[config.mk]
export PLATFORM = sky130hd
export DESIGN_NAME = spd_sfr_decode
export DESIGN_NICKNAME = d
export VERILOG_FILES = /design/src/verilog/spd_pkg.sv /design/src/verilog/spd_map_if.sv /design/src/verilog/spd_sfr_decode.sv /design/src/verilog/spd_page_map.sv /design/src/verilog/spd_xaddr.sv
export VERILOG_INCLUDE_DIRS = /design/src /design/src/verilog
export SDC_FILE = /design/constraint.sdc
export NUM_CORES = 1
export LEC_CHECK = 0
export BUFFER_PORTS_ARGS = -buffer_cell sky130_fd_sc_hd__buf_2
export CORE_MARGIN = 5
export CORE_UTILIZATION = 50
export CTS_BUF_LIST = sky130_fd_sc_hd__clkbuf_16
export CTS_CLUSTER_DIAMETER = 50
export DETAILED_ROUTE_END_ITERATION = 10
export GPL_ROUTABILITY_DRIVEN = 0
export PLACE_DENSITY = 0.85
export RECOVER_POWER = 100
export SKIP_LAST_GASP = 1
export SLEW_MARGIN = 5
export SYNTH_ARGS = -nofsm -noshare
export SYNTH_HDL_FRONTEND = slang
export SYNTH_HIERARCHICAL = 1
export SYNTH_SLANG_ARGS = --single-unit
[constraint.sdc]
create_clock -name CLK -period 3.47 [get_ports CLK]
set_clock_uncertainty 0.15 [all_clocks]
set_input_delay 0.5205 -clock CLK [delete_from_list [all_inputs] [get_ports CLK]]
set_output_delay 0.5205 -clock CLK [all_outputs]
set_load 0.05 [all_outputs]
[src/verilog/spd_consts.svh]
// constants for the sfr space and paging decoder
// Behaviour
// - The xram page register reads zero in bits 7 to 1, ignores writes there, and only bit 0 holds state, reset to zero.
// - An 8-bit indirect external move takes its upper address byte from the xram page register.
// - With the page bit set, 8-bit indirect external moves reach 0x0100-0x01FF, otherwise 0x0000-0x00FF.
// - The xram page register decodes at direct address 0xAA while any sfr page value other than 0x0F is selected.
// - Direct accesses from 0x80 to 0xFF go to the sfr space, not to internal ram.
// - Sfr addresses ending in 0x0 or 0x8 accept bit access, all other sfr addresses byte access only.
// - After reset and while the page register holds its default, sfr accesses target page 0x0.
// - With page 0x0F selected, direct addresses map onto the second register set.
// - The shared registers, the page register among them, decode the same on both pages.
// - The page register is an 8-bit read/write register at 0xA7 on every page, reset to zero.
// - Indirect accesses above 0x7F reach upper internal ram, never the sfrs.
// - In the 8-bit indirect external move the low address byte comes from R0 or as named.
`ifndef SPD_CONSTS_SVH
`define SPD_CONSTS_SVH

`define SPD_ADDR_SFR_PAGE 8'hA7
`define SPD_ADDR_XRAM_PAGE 8'hAA
`define SPD_SFR_PAGE_RESET 8'h00
`define SPD_XRAM_PAGE_RESET 1'b0
`define SPD_PAGE_DEFAULT 8'h00
`define SPD_PAGE_SECOND 8'h0F
`define SPD_XPG_BIT 0
`define SPD_SFR_BASE_BIT 7
`define SPD_BIT_COL_MASK 3'h7
`define SPD_XRAM_PAGE_UNUSED 7'h00

`endif

[src/verilog/spd_pkg.sv]
// types shared by the sfr space and paging decoder
package spd_pkg;

	typedef enum logic [1:0] {
		SPD_KIND_DIRECT = 2'h0,
		SPD_KIND_INDIRECT = 2'h1,
		SPD_KIND_MOVX8 = 2'h3,
		SPD_KIND_MOVX16 = 2'h2
	} spd_kind_t;

	typedef enum logic [1:0] {
		SPD_TGT_NONE = 2'h0,
		SPD_TGT_IRAM = 2'h1,
		SPD_TGT_SFR = 2'h3,
		SPD_TGT_XRAM = 2'h2
	} spd_target_t;

endpackage

[src/verilog/spd_map_if.sv]
// lookup signals between the decoder and its sfr page map
`timescale 1ns/10ps
`default_nettype none

interface spd_map_if;
	logic [7:0] addr;
	logic page_f;
	logic occupied;
	logic shared;
	logic bit_ok;

	modport map (
		input addr,
		input page_f,
		output occupied,
		output shared,
		output bit_ok
	);

	modport user (
		output addr,
		output page_f,
		input occupied,
		input shared,
		input bit_ok
	);
endinterface

`default_nettype wire

[src/verilog/spd_sfr_decode.sv]
// sfr space decode with sfr paging and the xram page register
`timescale 1ns/10ps
`default_nettype none
`include "spd_consts.svh"

module spd_sfr_decode (
	// clock and reset
	input wire logic CLK,
	input wire logic RESET,
	// access request from the core
	input wire logic REQ_VALID,
	input wire spd_pkg::spd_kind_t REQ_KIND,
	input wire logic REQ_WRITE,
	input wire logic REQ_BIT,
	input wire logic [2:0] REQ_BIT_POS,
	input wire logic [7:0] REQ_ADDR,
	input wire logic [7:0] REQ_WDATA,
	input wire logic REQ_IDX_SEL,
	input wire logic [7:0] REQ_R0,
	input wire logic [7:0] REQ_R1,
	input wire logic [15:0] REQ_DPTR,
	// decoded answer
	output logic RSP_VALID,
	output spd_pkg::spd_target_t RSP_TARGET,
	output logic [15:0] RSP_ADDR,
	output logic RSP_PAGE_F,
	output logic RSP_SHARED,
	output logic RSP_RESERVED,
	output logic RSP_BIT_REFUSED,
	output logic RSP_LOCAL,
	output logic [7:0] RSP_RDATA,
	// register state
	output logic [7:0] SFR_PAGE,
	output logic XRAM_PAGE_BIT
);
	import spd_pkg::*;

	logic [7:0] page_q;
	logic [7:0] page_d;
	logic xpg_q;
	logic xpg_d;

	logic rsp_valid_q;
	spd_target_t rsp_target_q;
	spd_target_t rsp_target_d;
	logic [15:0] rsp_addr_q;
	logic [15:0] rsp_addr_d;
	logic rsp_page_f_q;
	logic rsp_shared_q;
	logic rsp_reserved_q;
	logic rsp_bit_refused_q;
	logic rsp_local_q;
	logic [7:0] rsp_rdata_q;
	logic [7:0] rsp_rdata_d;
	// next values of the answer flops
	logic rsp_valid_d;
	logic rsp_page_f_d;
	logic rsp_shared_d;
	logic rsp_reserved_d;
	logic rsp_bit_refused_d;
	logic rsp_local_d;

	// request class
	wire logic is_direct = (REQ_KIND == SPD_KIND_DIRECT);
	wire logic is_indirect = (REQ_KIND == SPD_KIND_INDIRECT);
	wire logic is_movx8 = (REQ_KIND == SPD_KIND_MOVX8);
	wire logic is_movx16 = (REQ_KIND == SPD_KIND_MOVX16);
	wire logic upper_half = REQ_ADDR[`SPD_SFR_BASE_BIT];

	// only the second page value switches the map; every other value acts as page zero
	wire logic page_f = (page_q == `SPD_PAGE_SECOND);

	spd_map_if map_if();
	assign map_if.addr = REQ_ADDR;
	assign map_if.page_f = page_f;

	spd_page_map u_map (
		.m(map_if.map)
	);

	// effective external address of both move forms
	logic [15:0] xaddr;

	spd_xaddr u_xaddr (
		.movx8(is_movx8),
		.idx_sel(REQ_IDX_SEL),
		.r0(REQ_R0),
		.r1(REQ_R1),
		.dptr(REQ_DPTR),
		.page_bit(xpg_q),
		.addr(xaddr)
	);

	// steering
	wire logic sfr_hit = REQ_VALID & is_direct & upper_half;
	wire logic iram_hit = REQ_VALID & ((is_direct & ~upper_half) | is_indirect);
	wire logic xram_hit = REQ_VALID & (is_movx8 | is_movx16);

	// bit access only in the 0/8 columns; refused ones change nothing
	wire logic bit_refused = sfr_hit & REQ_BIT & ~map_if.bit_ok;
	// reserved holes are flagged only; nothing here acts on them
	wire logic reserved = sfr_hit & ~map_if.occupied;

	// local registers
	wire logic hit_page = sfr_hit & (REQ_ADDR == `SPD_ADDR_SFR_PAGE);
	wire logic hit_xpg = sfr_hit & ~page_f & (REQ_ADDR == `SPD_ADDR_XRAM_PAGE);
	wire logic hit_local = hit_page | hit_xpg;

	// both local addresses end in 7 or A, so no bit write can reach them
	wire logic local_wr = REQ_WRITE & ~REQ_BIT;
	wire logic page_wr = hit_page & local_wr;
	wire logic xpg_wr = hit_xpg & local_wr;

	always_comb begin
		page_d = page_q;
		if (page_wr) begin
			page_d = REQ_WDATA;
		end
	end

	always_comb begin
		xpg_d = xpg_q;
		if (xpg_wr) begin
			xpg_d = REQ_WDATA[`SPD_XPG_BIT];
		end
	end

	// read data of the local registers; upper bits of the xram page byte are constant zero
	wire logic [7:0] xpg_rd = {`SPD_XRAM_PAGE_UNUSED, xpg_q};
	wire logic [7:0] byte_rd = hit_page ? page_q : (hit_xpg ? xpg_rd : 8'h00);
	wire logic local_rd = hit_local & ~REQ_WRITE;

	// local read returns the register byte, everything else reads zero
	always_comb begin
		rsp_rdata_d = 8'h00;
		if (local_rd) begin
			rsp_rdata_d = byte_rd;
		end
	end

	// internal spaces only ever use the low address byte
	wire logic [15:0] near_addr = {8'h00, REQ_ADDR};

	// first match wins; the request kinds never overlap
	always_comb begin
		rsp_target_d = SPD_TGT_NONE;
		if (sfr_hit) begin
			rsp_target_d = SPD_TGT_SFR;
		end else if (iram_hit) begin
			rsp_target_d = SPD_TGT_IRAM;
		end else if (xram_hit) begin
			rsp_target_d = SPD_TGT_XRAM;
		end
	end

	always_comb begin
		rsp_addr_d = 16'h0000;
		if (sfr_hit || iram_hit) begin
			rsp_addr_d = near_addr;
		end else if (xram_hit) begin
			rsp_addr_d = xaddr;
		end
	end

	// next answer flags, all qualified by the request of this cycle
	assign rsp_valid_d = REQ_VALID;
	assign rsp_page_f_d = sfr_hit & page_f;
	assign rsp_shared_d = sfr_hit & map_if.shared;
	assign rsp_reserved_d = reserved;
	assign rsp_bit_refused_d = bit_refused;
	assign rsp_local_d = hit_local;

	// registers of this block
	// a page write lands on this edge, so the next request decodes on the new page
	always_ff @(posedge CLK or posedge RESET) begin
		if (RESET) begin
			page_q <= `SPD_SFR_PAGE_RESET;
		end else begin
			page_q <= page_d;
		end
	end

	// only the select bit is stored; the other seven read back as zero
	always_ff @(posedge CLK or posedge RESET) begin
		if (RESET) begin
			xpg_q <= `SPD_XRAM_PAGE_RESET;
		end else begin
			xpg_q <= xpg_d;
		end
	end

	// answer, one cycle after the request; one flop per block keeps each block short
	always_ff @(posedge CLK or posedge RESET) begin
		if (RESET) begin
			rsp_valid_q <= 1'b0;
		end else begin
			rsp_valid_q <= rsp_valid_d;
		end
	end

	always_ff @(posedge CLK or posedge RESET) begin
		if (RESET) begin
			rsp_target_q <= SPD_TGT_NONE;
		end else begin
			rsp_target_q <= rsp_target_d;
		end
	end

	always_ff @(posedge CLK or posedge RESET) begin
		if (RESET) begin
			rsp_addr_q <= 16'h0000;
		end else begin
			rsp_addr_q <= rsp_addr_d;
		end
	end

	always_ff @(posedge CLK or posedge RESET) begin
		if (RESET) begin
			rsp_page_f_q <= 1'b0;
		end else begin
			rsp_page_f_q <= rsp_page_f_d;
		end
	end

	always_ff @(posedge CLK or posedge RESET) begin
		if (RESET) begin
			rsp_shared_q <= 1'b0;
		end else begin
			rsp_shared_q <= rsp_shared_d;
		end
	end

	always_ff @(posedge CLK or posedge RESET) begin
		if (RESET) begin
			rsp_reserved_q <= 1'b0;
		end else begin
			rsp_reserved_q <= rsp_reserved_d;
		end
	end

	always_ff @(posedge CLK or posedge RESET) begin
		if (RESET) begin
			rsp_bit_refused_q <= 1'b0;
		end else begin
			rsp_bit_refused_q <= rsp_bit_refused_d;
		end
	end

	always_ff @(posedge CLK or posedge RESET) begin
		if (RESET) begin
			rsp_local_q <= 1'b0;
		end else begin
			rsp_local_q <= rsp_local_d;
		end
	end

	always_ff @(posedge CLK or posedge RESET) begin
		if (RESET) begin
			rsp_rdata_q <= 8'h00;
		end else begin
			rsp_rdata_q <= rsp_rdata_d;
		end
	end

	// every answer port comes straight from a flop
	assign RSP_VALID = rsp_valid_q;
	assign RSP_TARGET = rsp_target_q;
	assign RSP_ADDR = rsp_addr_q;
	assign RSP_PAGE_F = rsp_page_f_q;
	assign RSP_SHARED = rsp_shared_q;
	assign RSP_RESERVED = rsp_reserved_q;
	assign RSP_BIT_REFUSED = rsp_bit_refused_q;
	assign RSP_LOCAL = rsp_local_q;
	assign RSP_RDATA = rsp_rdata_q;
	assign SFR_PAGE = page_q;
	assign XRAM_PAGE_BIT = xpg_q;

	// bit position belongs to the peripheral that owns the addressed byte
	wire logic unused_bit_pos = ^REQ_BIT_POS;
endmodule

`default_nettype wire

[src/verilog/spd_page_map.sv]
// occupancy and bit-access lookup of the two sfr pages
`timescale 1ns/10ps
`default_nettype none
`include "spd_consts.svh"

module spd_page_map (
	spd_map_if.map m
);
	// holes in the page-zero map
	function automatic logic occ_page0(input logic [7:0] a);
		case (a)
			8'hAB, 8'hAF, 8'hB4, 8'hD6, 8'hF3: occ_page0 = 1'b0;
			default: occ_page0 = 1'b1;
		endcase
	endfunction

	// registers visible the same on both pages
	function automatic logic is_shared(input logic [7:0] a);
		case (a)
			8'h80, 8'h81, 8'h82, 8'h83, 8'h87, 8'h90, 8'hA0, 8'hA7, 8'hA8, 8'hA9,
			8'hD0, 8'hE0, 8'hE5, 8'hE6, 8'hE7, 8'hF0, 8'hF6, 8'hF7: is_shared = 1'b1;
			default: is_shared = 1'b0;
		endcase
	endfunction

	// second register set only
	function automatic logic only_f(input logic [7:0] a);
		case (a)
			8'h85, 8'h86, 8'h91, 8'h92, 8'h93, 8'h94, 8'h95, 8'h96, 8'h97,
			8'hA4, 8'hA5, 8'hA6, 8'hB5, 8'hB9, 8'hBA, 8'hBD: only_f = 1'b1;
			default: only_f = 1'b0;
		endcase
	endfunction

	wire logic shared_w = is_shared(m.addr);
	wire logic occ_f = shared_w | only_f(m.addr);

	assign m.shared = shared_w;
	assign m.occupied = m.page_f ? occ_f : occ_page0(m.addr);
	assign m.bit_ok = (m.addr[2:0] == 3'h0);
endmodule

`default_nettype wire

[src/verilog/spd_xaddr.sv]
// effective external address of the two external move forms
`timescale 1ns/10ps
`default_nettype none
`include "spd_consts.svh"

module spd_xaddr (
	// request
	input wire logic movx8,
	input wire logic idx_sel,
	input wire logic [7:0] r0,
	input wire logic [7:0] r1,
	input wire logic [15:0] dptr,
	// page register bit
	input wire logic page_bit,
	// result
	output logic [15:0] addr
);
	wire logic [7:0] low_byte = idx_sel ? r1 : r0;
	wire logic [7:0] high_byte = {`SPD_XRAM_PAGE_UNUSED, page_bit};

	// data pointer form ignores the page register entirely
	assign addr = movx8 ? {high_byte, low_byte} : dptr;
endmodule

`default_nettype wire

==> metrics.txt <==
initial antenna violation count 0; RSZ-0062 raised after global routing false; fmax 372 MHz; core box area 4290 um2; ranking of synthesized cells by area dfrtp_1 47%, mux2i_1 7.4%, mux2_4 5.5%, nor2b_1 4.9%, and3_2 2.8%; CTS Buf Count 5; CTS Buffer Depth 2; fin crit period approximately 2.7 ns; die width 76.0 um; met3 usage 0.0556; met2 Resource Use GR 0.328; vias in the first global route 1,866; starting density of the core 0.507; CP startpoint REQ_VALID; Fin Setup TNS 0 ns; Max Slew Vio Count 0; met1 GRT Util 0.239; hold buffer count at cts 0; final core utilization 0.625; Worst Path Required 3.48 ns; crit path kind in -> reg; proportion of layout cells with a drive suffix above 1 0.291; PD cells 416 nW/um2; worst vdd ir ~260 uV; Setup Buffers After CTS 0; outcome finished clean; layer with the highest usage met2; Data arrival, critical path about 2.7 ns; CTS resizes 0; WL/cell 16.6 um; Yosys reg bits 41; CTS tree done; Slew @ Worst Pin between 0.9 and 1 ns; Pre-antenna DRT Iters 4; worst r2r dst RSP_RESERVED; ant diodes 0; Syn Nets 247; Syn-to-layout area delta 23.2%; CTS root buf clkbuf_16; Distinct cells, synth 44; yosys warns 6; reg2reg setup slack 1.24 ns; Slew HR 0.377; largest net degree at the start of global routing 21; Die Y-Extent 76.0 um; register area share after synthesis 0.471; final net count 340; Leakage Power 0.00130 uW; worst-skew pair later-pin latency 0.28 ns; max-cap check violation count 0; vias 1,771; Worst Hold Class in -> async; Final Hold Fails 0; IO buf count 96; fin crit share 0.775; clk slew on worst S/H paths ~0.06 ns; first-pass GRT wire length between 9 and 10 mm; full die area slightly below 6000 um2; Detail Route Antenna Nets 0; # rows 24; ys async rst share 1.00; Worst Setup EP SFR_PAGE[4]; Worst R2R Path Depth 6; syn_area_per_cell 11.6 um2; Syn Inst Count approximately 190; CP Max Fanout 20; dominant cell type by area after synthesis dfrtp_1; number of flops mapped to enable cells by yosys 0; crit end category flop; Global Route Usage Sum 0.194; Initial DRC Count 97; H-Tree Depth 2; Synth top area share 0.471; CP Launch Type input port; synthesized area between 2000 and 2500 um2; reg-to-reg critical path startpoint SFR_PAGE[4]; Remaining DRCs 0; Top FF cell, synth dfrtp_1; drt total wl about 5.5 mm; Final setup viols 0; CTS Sinks 41; global route overflow 0; Detailed Place HPWL 4.06 mm; routed vias/inst between 5 and 6; io pins 100
cell families (layout without fill, tap and decap cells):
kind of cell | after synthesis | in the layout | synth area share
AOI/OAI and AO/OA | 24 | 24 | 0.0874
muxes | 26 | 26 | 0.139
buffers and inverters | 18 | 112 | 0.0517
DFF | 41 | 41 | 0.471
and+or+nand+nor | 79 | 79 | 0.251
cells in the mapped netlist (2+ instances only):
library cell / n
and4bb_2: 2
nor3_1: 5
o211ai_1: 3
nor2_1: 14
nor2b_1: 17
buf_4: 3
mux2_4: 8
and4b_2: 2
nand2_1: 2
nand3b_1: 3
buf_2: 3
o2111ai_1: 2
nor4b_1: 2
and3_2: 8
mux2_2: 2
nor3b_1: 4
a21oi_1: 9
dfrtp_1: 41
inv_1: 5
buf_6: 4
and2_1: 8
a31oi_1: 2
mux2i_1: 16
clkbuf_1: 3
metrics by stage:
| stage | hold slack (ns) | power, uW | setup slack (ns) | instance area [um2] | std cells |
|---|---|---|---|---|---|
| after floorplan | 0.402 | 630 | 1.24 | 2180 | 188 |
| after global placement | 0.365 | 687 | 1.00 | 2650 | 326 |
| after detailed placement | 0.384 | 691 | 0.980 | 2650 | 326 |
| after CTS | 0.216 | 1130 | 1.25 | 2790 | 334 |
| after global routing | 0.267 | 1160 | 0.647 | 2680 | 334 |
| final | 0.195 | 1120 | 0.781 | 2680 | 334 |
area by class of cell:
cell class / count / area, um2
clock buffer: 5 / 125
inverter: 5 / 18.8
clock inverter: 3 / 17.5
sequential: 41 / 1030
tap: 52 / 65.1
multi-input combinational: 129 / 988
fill: 363 / 1610
timing repair buffer: 99 / 442
registers in the layout (all words and copies together) (netlist names):
name	flops
RSP_RDATA	8
RSP_RESERVED	1
RSP_PAGE_F	1
RSP_ADDR	16
RSP_LOCAL	1
SFR_PAGE	8
RSP_TARGET	2
RSP_SHARED	1
RSP_BIT_REFUSED	1
RSP_VALID	1
XRAM_PAGE_BIT	1
critical path, stage by stage:
cell	delay [ns]
clkbuf_1	0.50
nand4bb_1	0.36
nand2b_1	0.32
or4b_4	0.62
mux2_1	0.35
report_power, final:
part	internal (uW)	total (uW)	switching, uW
Clock	263	441	177
Combinational	62.1	181	119
Sequential	491	494	3.62
cell usage in the layout (no fill, tap or decap), drive strengths merged, types with 2 or more instances in the layout:
cell	netlist	routed
nor2	14	14
clkinv	0	3
a31oi	3	3
inv	5	5
a21oi	9	9
nor3b	4	4
nand2b	2	2
and4bb	2	2
nand3b	3	3
and3	9	9
o2111ai	2	2
nand2	2	2
or4b	3	3
o211ai	4	4
and4b	2	2
and2	8	8
nor4b	2	2
buf	10	54
dfrtp	41	41
nor3	5	5
mux2	10	10
clkbuf	3	50
nor2b	17	17
mux2i	16	16
metal layers:
| metal | routed length [um] | vias up |
|---|---|---|
| met3 | 423 | 7 |
| li1 | - | 858 |
| met5 | 0 | - |
| met1 | 2270 | 830 |
| met2 | 2780 | 76 |
| met4 | 66 | 0 |
worst min path at each step:
stage           startpoint            to  slack [ns]
2_1_floorplan    REQ_VALID     RSP_VALID        0.40
6_report             RESET  RSP_ADDR[14]        0.19
4_1_cts              RESET   RSP_ADDR[9]        0.22
3_5_place_dp   SFR_PAGE[7]  RSP_RDATA[7]        0.38
5_1_grt              RESET   RSP_ADDR[9]        0.27
3_3_place_gp   SFR_PAGE[4]  RSP_RDATA[4]        0.36
Note: power is estimated with default switching activity, not from simulation.
